### src/fhp_pkg.sv
package fhp_pkg;
	localparam int ADDR_W = 13;
	localparam int DATA_W = 16;
	// apb register byte offsets
	localparam logic [7:0] REG_CTRL   = 8'h00;
	localparam logic [7:0] REG_ADDR   = 8'h04;
	localparam logic [7:0] REG_WDATA  = 8'h08;
	localparam logic [7:0] REG_RDATA  = 8'h0C;
	localparam logic [7:0] REG_STATUS = 8'h10;
	// ctrl fields
	localparam int CTRL_GO    = 0;
	localparam int CTRL_WRITE = 1;
	localparam int CTRL_MUX   = 2;
	localparam int CTRL_WIDE  = 3;
	localparam int CTRL_PD    = 4;
	localparam int CTRL_LOCK  = 5;
	localparam int CTRL_DEV   = 6;
	localparam logic [31:0] CTRL_RESET = 32'h0000_0008;
	// strobe timing
	localparam int STROBE_NS  = 60;
	localparam int CLK_NS     = 20;
	localparam int STROBE_CYC = (STROBE_NS + CLK_NS - 1) / CLK_NS;
	localparam int SEL_PHASES = 3;
	localparam int CNT_W      = 8;
endpackage

### src/fhp_cyc_if.sv
`timescale 1ns/1ns
`default_nettype none
interface fhp_cyc_if;
	logic                  start;
	logic                  write;
	logic                  mux;
	logic [12:0]           addr;
	logic [15:0]           wdata;
	logic [15:0]           rdata;
	logic                  done;
	logic                  idle_vld_n;
	modport ctl (output start, output write, output mux, output addr, output wdata, output idle_vld_n,
		input rdata, input done);
	modport seq (input start, input write, input mux, input addr, input wdata, input idle_vld_n,
		output rdata, output done);
endinterface
`default_nettype wire

### src/fhp_host.sv
`timescale 1ns/1ns
`default_nettype none
module fhp_host
	import fhp_pkg::*;
(
	input  wire logic        core_clk_i,
	input  wire logic        nrst_i,
	input  wire logic        psel,
	input  wire logic        penable,
	input  wire logic        pwrite,
	input  wire logic [7:0]  paddr,
	input  wire logic [31:0] pwdata,
	output logic [31:0]      prdata,
	output logic             pready,
	output logic             pslverr,
	output logic             chip_en_n_o,
	output logic             write_en_n_o,
	output logic             out_en_n_o,
	output logic [12:0]      addr_o,
	output logic [15:0]      data_o,
	output logic             data_oe_o,
	input  wire logic [15:0] data_i,
	output logic             address_valid_strobe_n_o,
	output logic             device_select_bit_low_o,
	output logic             width_cfg_o,
	output logic             deep_power_down_ctl_o,
	output logic             lock_n_o,
	output logic             reset_input_n_o,
	input  wire logic        busy_n_i,
	input  wire logic        irq_n_i,
	input  wire logic        dma_request_n_i
);
	fhp_cyc_if cyc();
	logic [31:0] ctrl_q;
	logic [12:0] addr_q;
	logic [15:0] wdata_q;
	logic        start_q;
	logic        busy_q;
	logic        mux_q;
	logic        irq_seen_q;
	logic        dma_seen_q;
	logic [2:0]  sel_phase_q;
	logic        idle_vld_n_q;
	logic        sel_done;
	logic        go_req;
	logic        go_ok;
	logic [31:0] status_w;
	logic        wr_acc;
	logic        rd_acc;
	logic        clr_irq;
	logic        clr_dma;
	logic [31:0] rd_mux;

	assign wr_acc = psel && penable && pwrite;
	assign rd_acc = psel && penable && !pwrite;
	assign clr_irq = wr_acc && paddr == REG_STATUS && pwdata[2];
	assign clr_dma = wr_acc && paddr == REG_STATUS && pwdata[3];
	assign cyc.start = start_q;
	assign cyc.write = ctrl_q[CTRL_WRITE];
	assign cyc.mux   = mux_q;
	assign cyc.addr  = addr_q;
	assign cyc.wdata = wdata_q;
	// idle select level rides the sequencer flop, so the edge and address phase share one output
	assign cyc.idle_vld_n = idle_vld_n_q;
	assign sel_done  = sel_phase_q == 3'(SEL_PHASES);
	// go is dropped silently when sequencer or device is busy, or the select edge is still due
	assign go_req    = wr_acc && pready && paddr == REG_CTRL && pwdata[CTRL_GO];
	assign go_ok     = go_req && !busy_q && busy_n_i && (sel_done || !ctrl_q[CTRL_MUX]);

	fhp_seq u_seq (
		.core_clk_i   (core_clk_i),
		.nrst_i       (nrst_i),
		.cyc          (cyc),
		.data_in_i    (data_i),
		.chip_en_n_q  (chip_en_n_o),
		.write_en_n_q (write_en_n_o),
		.out_en_n_q   (out_en_n_o),
		.addr_vld_n_q (address_valid_strobe_n_o),
		.addr_q       (addr_o),
		.data_out_q   (data_o),
		.data_oe_q    (data_oe_o)
	);

	// apb slave: zero wait, unmapped reads zero, offsets above status flag error
	always_ff @(posedge core_clk_i or negedge nrst_i) begin
		if (!nrst_i) begin
			pready <= 1'b0;
			pslverr <= 1'b0;
			prdata <= '0;
		end else begin
			pready <= psel && !penable;
			pslverr <= psel && !penable && paddr > REG_STATUS;
			prdata <= rd_mux;
		end
	end

	// status word; busy and dma request pins read live, they are taken as synchronous
	always_comb begin
		status_w    = '0;
		status_w[0] = busy_q;
		status_w[1] = ~dma_request_n_i;
		status_w[2] = irq_seen_q;
		status_w[3] = dma_seen_q;
		status_w[4] = ~busy_n_i;
		status_w[5] = mux_q;
	end

	always_comb begin
		if (paddr == REG_CTRL)
			rd_mux = ctrl_q;
		else if (paddr == REG_ADDR)
			rd_mux = {19'h0, addr_q};
		else if (paddr == REG_WDATA)
			rd_mux = {16'h0, wdata_q};
		else if (paddr == REG_RDATA)
			rd_mux = {16'h0, cyc.rdata};
		else if (paddr == REG_STATUS)
			rd_mux = status_w;
		else
			rd_mux = '0;
	end

	// writes take effect at the access edge; pready high then (no wait)
	always_ff @(posedge core_clk_i or negedge nrst_i) begin
		if (!nrst_i) begin
			ctrl_q <= CTRL_RESET;
			addr_q <= '0;
			wdata_q <= '0;
		end else if (wr_acc && pready) begin
			if (paddr == REG_CTRL)
				ctrl_q <= pwdata & 32'h0000_00FE;
			else if (paddr == REG_ADDR)
				addr_q <= pwdata[12:0];
			else if (paddr == REG_WDATA)
				wdata_q <= pwdata[15:0];
		end
	end

	// cycle launch; refused while device busy or after no edge in mux mode
	always_ff @(posedge core_clk_i or negedge nrst_i) begin
		if (!nrst_i) begin
			start_q <= 1'b0;
			busy_q <= 1'b0;
		end else begin
			start_q <= 1'b0;
			if (cyc.done)
				busy_q <= 1'b0;
			else if (go_ok) begin
				start_q <= 1'b1;
				busy_q <= 1'b1;
			end
		end
	end

	// mode edge: once the ctrl mux bit is set and the device is not busy, pulse select low for one cycle once, then hold it high
	always_ff @(posedge core_clk_i or negedge nrst_i) begin
		if (!nrst_i) begin
			sel_phase_q <= 3'h0;
			idle_vld_n_q <= 1'b1;
			mux_q <= 1'b0;
		end else if (ctrl_q[CTRL_MUX] && !sel_done && busy_n_i) begin
			// counter parks at its end value, so the edge is made once per reset
			sel_phase_q <= sel_phase_q + 3'h1;
			if (sel_phase_q == 3'(SEL_PHASES - 1)) begin
				idle_vld_n_q <= 1'b0;
				mux_q <= 1'b1;
			end
		end else if (sel_done) begin
			idle_vld_n_q <= 1'b1;
		end
	end

	// sticky event capture, set wins over clear
	always_ff @(posedge core_clk_i or negedge nrst_i) begin
		if (!nrst_i) begin
			irq_seen_q <= 1'b0;
			dma_seen_q <= 1'b0;
		end else begin
			irq_seen_q <= !irq_n_i || (irq_seen_q && !clr_irq);
			dma_seen_q <= !dma_request_n_i || (dma_seen_q && !clr_dma);
		end
	end

	always_ff @(posedge core_clk_i or negedge nrst_i) begin
		if (!nrst_i) begin
			device_select_bit_low_o <= 1'b0;
			width_cfg_o <= 1'b1;
			deep_power_down_ctl_o <= 1'b0;
			lock_n_o <= 1'b1;
			reset_input_n_o <= 1'b0;
		end else begin
			device_select_bit_low_o <= ctrl_q[CTRL_DEV];
			width_cfg_o <= ctrl_q[CTRL_WIDE];
			deep_power_down_ctl_o <= ctrl_q[CTRL_PD];
			lock_n_o <= ~ctrl_q[CTRL_LOCK];
			reset_input_n_o <= 1'b1;
		end
	end
endmodule
`default_nettype wire

### src/fhp_seq.sv
`timescale 1ns/1ns
`default_nettype none
module fhp_seq
	import fhp_pkg::*;
(
	input  wire logic        core_clk_i,
	input  wire logic        nrst_i,
	fhp_cyc_if.seq           cyc,
	input  wire logic [15:0] data_in_i,
	output logic             chip_en_n_q,
	output logic             write_en_n_q,
	output logic             out_en_n_q,
	output logic             addr_vld_n_q,
	output logic [12:0]      addr_q,
	output logic [15:0]      data_out_q,
	output logic             data_oe_q
);
	typedef enum logic [2:0] {S_IDLE, S_ADDR, S_STROBE, S_DONE} fhp_seq_st_t;
	fhp_seq_st_t     st_q;
	logic [CNT_W-1:0] cnt_q;
	logic             wr_q;
	logic [15:0]      rdata_q;
	logic             done_q;
	assign cyc.rdata = rdata_q;
	assign cyc.done  = done_q;

	always_ff @(posedge core_clk_i or negedge nrst_i) begin
		if (!nrst_i) begin
			st_q <= S_IDLE;
			cnt_q <= '0;
			wr_q <= 1'b0;
			chip_en_n_q <= 1'b1;
			write_en_n_q <= 1'b1;
			out_en_n_q <= 1'b1;
			addr_vld_n_q <= 1'b1;
			addr_q <= '0;
			data_out_q <= '0;
			data_oe_q <= 1'b0;
			rdata_q <= '0;
			done_q <= 1'b0;
		end else begin
			done_q <= 1'b0;
			case (st_q)
				S_IDLE: begin
					// idle level comes from the host so select edge and address phase share this flop
					addr_vld_n_q <= cyc.idle_vld_n;
					if (cyc.start) begin
						wr_q <= cyc.write;
						addr_q <= cyc.addr;
						cnt_q <= CNT_W'(STROBE_CYC);
						chip_en_n_q <= 1'b0;
						if (cyc.mux) begin
							// address bits 12:1 on low lines, top four zero
							data_out_q <= {4'h0, cyc.addr[12:1]};
							data_oe_q <= 1'b1;
							addr_vld_n_q <= 1'b0;
							st_q <= S_ADDR;
						end else begin
							data_out_q <= cyc.wdata;
							data_oe_q <= cyc.write;
							write_en_n_q <= ~cyc.write;
							out_en_n_q <= cyc.write;
							st_q <= S_STROBE;
						end
					end
				end
				S_ADDR: begin
					addr_vld_n_q <= 1'b1;
					data_out_q <= cyc.wdata;
					data_oe_q <= wr_q;
					write_en_n_q <= ~wr_q;
					out_en_n_q <= wr_q;
					st_q <= S_STROBE;
				end
				S_STROBE: begin
					if (cnt_q <= CNT_W'(1)) begin
						// sample before release so data is still driven
						if (!wr_q)
							rdata_q <= data_in_i;
						chip_en_n_q <= 1'b1;
						write_en_n_q <= 1'b1;
						out_en_n_q <= 1'b1;
						st_q <= S_DONE;
					end else begin
						cnt_q <= cnt_q - CNT_W'(1);
					end
				end
				S_DONE: begin
					data_oe_q <= 1'b0;
					done_q <= 1'b1;
					st_q <= S_IDLE;
				end
				default: st_q <= S_IDLE;
			endcase
		end
	end
endmodule
`default_nettype wire

### config.mk
export PLATFORM = sky130hd
export DESIGN_NAME = fhp_host
export DESIGN_NICKNAME = d
export VERILOG_FILES = /design/src/fhp_pkg.sv /design/src/fhp_cyc_if.sv /design/src/fhp_host.sv /design/src/fhp_seq.sv
export SDC_FILE = /design/constraint.sdc
export NUM_CORES = 1
export LEC_CHECK = 0
export BUFFER_PORTS_ARGS = -buffer_cell sky130_fd_sc_hd__buf_2
export CAP_MARGIN = 30
export CORE_UTILIZATION = 55
export CTS_CLUSTER_SIZE = 12
export DETAILED_ROUTE_END_ITERATION = 7
export GPL_TIMING_DRIVEN = 0
export HOLD_SLACK_MARGIN = 0.02
export PLACE_DENSITY = 0.88
export SKIP_LAST_GASP = 1
export SYNTH_ARGS = -nofsm -noshare
export SYNTH_HDL_FRONTEND = slang
export SYNTH_SLANG_ARGS = --single-unit
export TNS_END_PERCENT = 20
### constraint.sdc
create_clock -name core_clk_i -period 6.1 [get_ports core_clk_i]
set_clock_uncertainty 0.2 [all_clocks]
set_input_delay 0.61 -clock core_clk_i [delete_from_list [all_inputs] [get_ports core_clk_i]]
set_output_delay 0.61 -clock core_clk_i [all_outputs]
set_load 0.01 [all_outputs]
==> results.toml, run 1 <==
[outcome]
status = "completed"

[yosys]
synth_top_area_cell = "dfrtp_1"
avgSynthCellArea_um2 = 12.3
yosysTopAreaCellShare_pct = 52.0
synth_flop_cell = "dfrtp_1"
ys_async_sr_fraction_pct = 100
mappedNetlistArea_mm2 = 0.00587
seq_area_frac_synth_pct = 55.6
yosysWarnings = 0
synth_cells = 478
synthTopCellsByArea = "dfrtp_1, mux2_2, mux2i_1"
ys_ff_latch = 130
synth.distinct_cells = 51
synth_edf_count = 0

[detailed_routing]
drc = 0
first_pass_iters = 6
vias_per_cell = 5.72
drt_wl_total_um = 14400
postRouteAntennaNets = 0
routedWlPerCell_um = 18.8
met2_wirelength_um = 7390
wl_met3_um = 888
drt_iter0_drc = 318
highest_layer = "met4"
vias = 4379
wl_met1_um = 5880

[timing]
slew_headroom_pct = 48.0
finalHoldViolCount = 0
slew_violations = 0
tns_ns = 0
clock.fmax_mhz = 381
setup_violations = 0
rsz0062_at_grt = "false"
worstMarginPinSlew_ns = 0.777
finalCritPeriodShare_pct = 43.0
period_minus_slack_ns = 2.62

[power]
p_clk_share_pct = 49.7
p_int_uw = 1570
p_total_uw = 2040
max-vdd-ir-drop_mv = 0.179
p_sw_share_pct = 23.1
power_leakage_uw = 0.00375
powerDensity_mw_per_mm2 = 281
p_sw_uw = 471
pwr-share-comb_pct = 6.1
pwr-share-seq_pct = 44.2

[die]
core_region_area_mm2 = 0.0103
start_util_pct = 56.8
die_area_mm2 = 0.0111
die_h_um = 105
die-width_um = 105
num_rows = 37
pin_count = 137

[grt]
grt_overflow = 0
grt_pass1_wl_um = 22900
grt_pass1_vias = 4554
antenna_found_initial = 0
grtUsageTotal_pct = 27.3
grt_max_degree = 107

[clock_tree]
holdBufCountCts = 1
cts_made_buffers = 17
cts_root_buffer = "clkbuf_8"
cts_tree = "built"
worst_skew_pair.late_latency_ns = 0.52
post_cts_buffers = 0
cts_resized = 0
h-tree-depth = 4
clockBufferDepth = 2
cts.sinks = 130
path_clk_slew_ns = 0.06

[finish]
antenna_cells = 0
layout.cells.most_common = "dfrtp_1"
fin_cells = 766
fillerInstances = 689
nets = 692
final_cell_mix = "dfrtp_1, buf_2, mux2_2"
drive_above_1_share_pct = 40.0
area_growth_syn_to_layout_pct = 23.5

[flow_run]
cap_violations = 0

[critical_path]
worstSetupEndpointType = "flip-flop"
critical_path_class = "flip-flop to flip-flop"
critPathArrivalTime_ns = 2.83
crit_path_start_kind = "flip-flop"
critPathRequiredTime_ns = 6.30
path_max_fanout = 10

[place]
dp.cells = 733
routabilityCongestion = 0.850
dp_hpwl_um = 9910
portBuffers = 103

[min_path]
hold_class = "input pin to flip-flop"
[layer usage]
metal	global-route usage, %	vias up
met3	7.61	28
met4	10.1	0
met5	0	-
met2	46.0	183
li1	-	1950
met1	33.7	2218
[Yosys cell counts, drive strengths merged (6+ instances only)]
cell type    n
a22oi        8
and3         6
ha          11
buf         24
nor3         6
inv         16
dfrtp      122
nand2       37
a21oi       15
mux2i       27
o21ai       32
dfstp        8
mux2        72
nor2        19
nor2b        9
clkbuf      10
[through the flow]
stage	hold slack, ns	utilization, %	setup WS [ns]	cell area, um2
final	0.0775	70.2	3.48	7250
after CTS	0.0672	70.2	3.47	7250
after global placement	0.171	64.0	2.66	6610
after floorplan	0.114	-	3.77	5920
after global routing	0.0674	70.2	3.31	7250
after detailed placement	0.174	64.3	3.41	6640
[path summary, 6_finish.rpt]
path                       cells after the start                               to  slack [ns]                  startpoint
max                                            7  u_seq.cyc.rdata[12]$_DFFE_PN0P_        3.48  u_seq.cnt_q[0]$_DFFE_PN0P_
min                                            2             irq_seen_q$_DFF_PN0_        0.08                     irq_n_i
max reg2reg                                    7  u_seq.cyc.rdata[12]$_DFFE_PN0P_        3.48  u_seq.cnt_q[0]$_DFFE_PN0P_
min reg2reg                                    0            width_cfg_o$_DFF_PN1_        0.19       ctrl_q[3]$_DFFE_PN1N_
max in group asynchronous                      3               lock_n_o$_DFF_PN1_        4.61                      nrst_i
min in group asynchronous                      2       u_seq.cnt_q[2]$_DFFE_PN0P_        0.31                      nrst_i
[critical path, stage by stage (launching register included)]
cell	delay (ns)
dfrtp_1	0.41
inv_1	0.12
ha_1	0.22
o21ba_2	0.18
nand3b_2	0.20
nor3b_4	0.50
buf_4	0.31
mux2_2	0.37
[cells by family after synthesis]
family          after synthesis  synth area share [%]
flops                       130                  55.6
simple gates                102                  9.49
mux                         101                  19.2
compound gates               81                  8.64
buf+inv                      50                  4.42
fa+ha+maj                    11                  2.35
other cells                   2                 0.128
xor+xnor                      1                 0.149
[state kept, by name (all words and copies together) (netlist names), 2 cells and up]
signal,flops
addr_q,13
ctrl_q,7
cyc.wdata,16
prdata,16
sel_phase_q,3
u_seq.addr_q,13
u_seq.cnt_q,8
u_seq.cyc.rdata,16
u_seq.data_out_q,16
u_seq.st_q,2
[area by class of cell]
class                      count  area (um2)  share of cell area [%]
clock inverter                11         126                    1.74
clock buffer                  21         469                    6.47
timing repair buffer         105         559                    7.72
multi-input combinational    313        2400                    33.1
inverter                      16        60.1                   0.829
sequential                   130        3260                    45.0
buffer                        34         199                    2.75
tap                          136         170                    2.35
[power by group through the flow]
stage | clock (uW) | sequential, uW | combinational (uW)
finish | 1010 | 900 | 125
global placement | 0 | 912 | 110
floorplan | 0 | 913 | 60.6
CTS | 1020 | 900 | 125
detailed placement | 0 | 914 | 124
global route | 1050 | 901 | 139
No activity file was read; power rests on OpenSTA's default activity.
==> run 2: changes to the inputs <==
- CORE_UTILIZATION: 55 -> 54
- PLACE_DENSITY: 0.88 -> 0.87
- clock period: 6.1 -> 2.7 ns (I/O delays scaled with it)
==> run 2 against run 1 <==
  * Worst hold slack worse by 0.012 ns
  * Register-to-register slack worse by 3.4 ns
  * Clock power up 110%
  * First-iteration DRC count down 8.2%
  * Design area up 6.2%
  * Routed wire length up 6.3%
  * Cell count up 6.3%
  * Sequential power up 130%
==> results.toml, run 2 (same netlist as run 1, synthesis figures left out) <==
[finish]
final_cell_mix = "dfrtp_1, buf_2, mux2_2"
antenna_cells = 0
fin_area_mm2 = 0.00770
final_core_util_pct = 73.9
nets = 742
fillerInstances = 673
drive_above_1_share_pct = 37.2
area_growth_syn_to_layout_pct = 31.3
layout.cells.most_common = "dfrtp_1"

[outcome]
status = "completed"

[timing]
slew_violations = 0
slew_headroom_pct = 47.8
rsz0062_at_grt = "true"
clock.fmax_mhz = 377
tns_ns = 0
finalCritPeriodShare_pct = 98.3
fin_hold_ws_ns = 0.0651
worstMarginPinSlew_ns = 0.780
period_minus_slack_ns = 2.65
finalHoldViolCount = 0
setup_violations = 0

[flow_run]
cap_violations = 0

[die]
num_rows = 37
start_util_pct = 56.3
pin_count = 137
core_region_area_mm2 = 0.0104
die_h_um = 106
die_area_mm2 = 0.0113
die-width_um = 106

[power]
powerDensity_mw_per_mm2 = 586
power_leakage_uw = 0.00395
max-vdd-ir-drop_mv = 0.420

[critical_path]
rr_startpoint = "u_seq.cnt_q[0]$_DFFE_PN0P_"
cpPeakStageDelay_ns = 0.51
worstSetupEndpointType = "flip-flop"
critPathArrivalTime_ns = 2.86
cpMaxStageDelayCell = "nor3b_4"
critical_path_class = "flip-flop to flip-flop"
startpoint = "u_seq.cnt_q[0]$_DFFE_PN0P_"
crit_path_start_kind = "flip-flop"
path_cells = "inv_1 -> ha_1 -> o21ba_2 -> nand3b_2 -> nor3b_4 -> buf_4 -> mux2_2"
reg2reg_depth = 7
r2r-end = "u_seq.cyc.rdata[15]$_DFFE_PN0P_"
critPathRequiredTime_ns = 2.91
r2r_slack_ns = 0.05
crit_path_end = "u_seq.cyc.rdata[15]$_DFFE_PN0P_"
path_max_fanout = 10

[clock_tree]
h-tree-depth = 4
cts_root_buffer = "clkbuf_8"
cts.sinks = 130
path_clk_slew_ns = 0.06
clockBufferDepth = 2
cts_made_buffers = 17
cts_tree = "built"
worst_skew_pair.late_latency_ns = 0.53

[detailed_routing]
drc = 0
routedWlPerCell_um = 18.8
vias = 4657
drt_wl_total_um = 15300
first_pass_iters = 5
drt_iter0_drc = 292
vias_per_cell = 5.72
postRouteAntennaNets = 0

[grt]
grt_max_degree = 109
antenna_found_initial = 0
grtUsageTotal_pct = 29.0
grt_pass1_wl_um = 24600
grt_overflow = 0
grt_pass1_vias = 4732

[min_path]
hold_class = "input pin to flip-flop"

[place]
postPlaceCellArea_mm2 = 0.00664
dp_hpwl_um = 9510
portBuffers = 103
routabilityCongestion = 0.834
-- run 2: changes by cell type in the layout (fill, tap and decap cells not counted), sizes merged --
| cell | previous run | this run |
|---|---|---|
| dlygate4sd3 | 1 | 48 |
| clkbuf | 31 | 35 |
| clkinvlp | 4 | 0 |
| buf | 128 | 131 |
| inv | 18 | 16 |
| bufinv | 2 | 1 |
| clkinv | 3 | 4 |
-- run 2: stage by stage --
stage | setup slack (ns) | cells | total power [uW]
2_1_floorplan | 0.485 | 493 | 2200
3_3_place_gp | -0.426 | 732 | 2310
3_5_place_dp | 0.0691 | 733 | 2340
4_1_cts | 0.0445 | 811 | 4510
5_1_grt | -0.0428 | 814 | 4660
6_report | 0.0467 | 814 | 4520
-- run 2: worst max-delay path: cells and delay by family (launching register included) --
kind	cells	cell delay [ns]
AO/OA/AOI/OAI	1	0.19
adder cells (fa/ha/maj)	1	0.23
buffers and inverters	2	0.43
flip-flops	1	0.41
multiplexers	1	0.36
AND/OR/NAND/NOR	2	0.71
-- run 2: worst min-delay path by stage --
stage	slack, ns	cells after the start	end	from
after floorplan	-0.23	0	addr_q[0]$_DFFE_PN0P_	nrst_i
after global placement	0.17	0	width_cfg_o$_DFF_PN1_	ctrl_q[3]$_DFFE_PN1N_
after detailed placement	-0.06	1	u_seq.cnt_q[3]$_DFFE_PN0P_	nrst_i
after CTS	0.04	4	prdata[10]$_DFF_PN0_	paddr[5]
after global routing	0.08	4	prdata[10]$_DFF_PN0_	paddr[7]
final	0.07	4	prdata[10]$_DFF_PN0_	paddr[5]
-- run 2: area by class of cell --
cell class,instances,area [um2],area share (%)
flip-flops and latches,130,3260,42.4
multi-input cells,313,2400,31.2
repair buffers,155,1050,13.7
clock buffers,25,504,6.55
plain buffers,34,200,2.60
well taps,136,170,2.21
inverters,16,60.1,0.780
clock inverters,5,50.0,0.650
-- run 2: routing by layer --
metal / wire length [um] / GRT usage (%) / up-vias
met5: 0 / 0 / -
met4: 512 / 12.9 / 0
met3: 1140 / 6.93 / 54
met2: 7680 / 47.9 / 274
met1: 6000 / 36.4 / 2276
li1: - / - / 2053
-- run 2: power breakdown --
| part | total [uW] | internal, uW | switching [uW] |
|---|---|---|---|
| Combinational | 329 | 160 | 169 |
| Clock | 2160 | 1350 | 804 |
| Sequential | 2030 | 2000 | 28.6 |
-- run 2: repair_timing --
action,4_1_cts,5_1_grt
hold buffers,48,0
endpoints found under the setup margin,0,19
buffers inserted,0,3
gates resized for setup,0,3
hold endpoints to repair,193,0
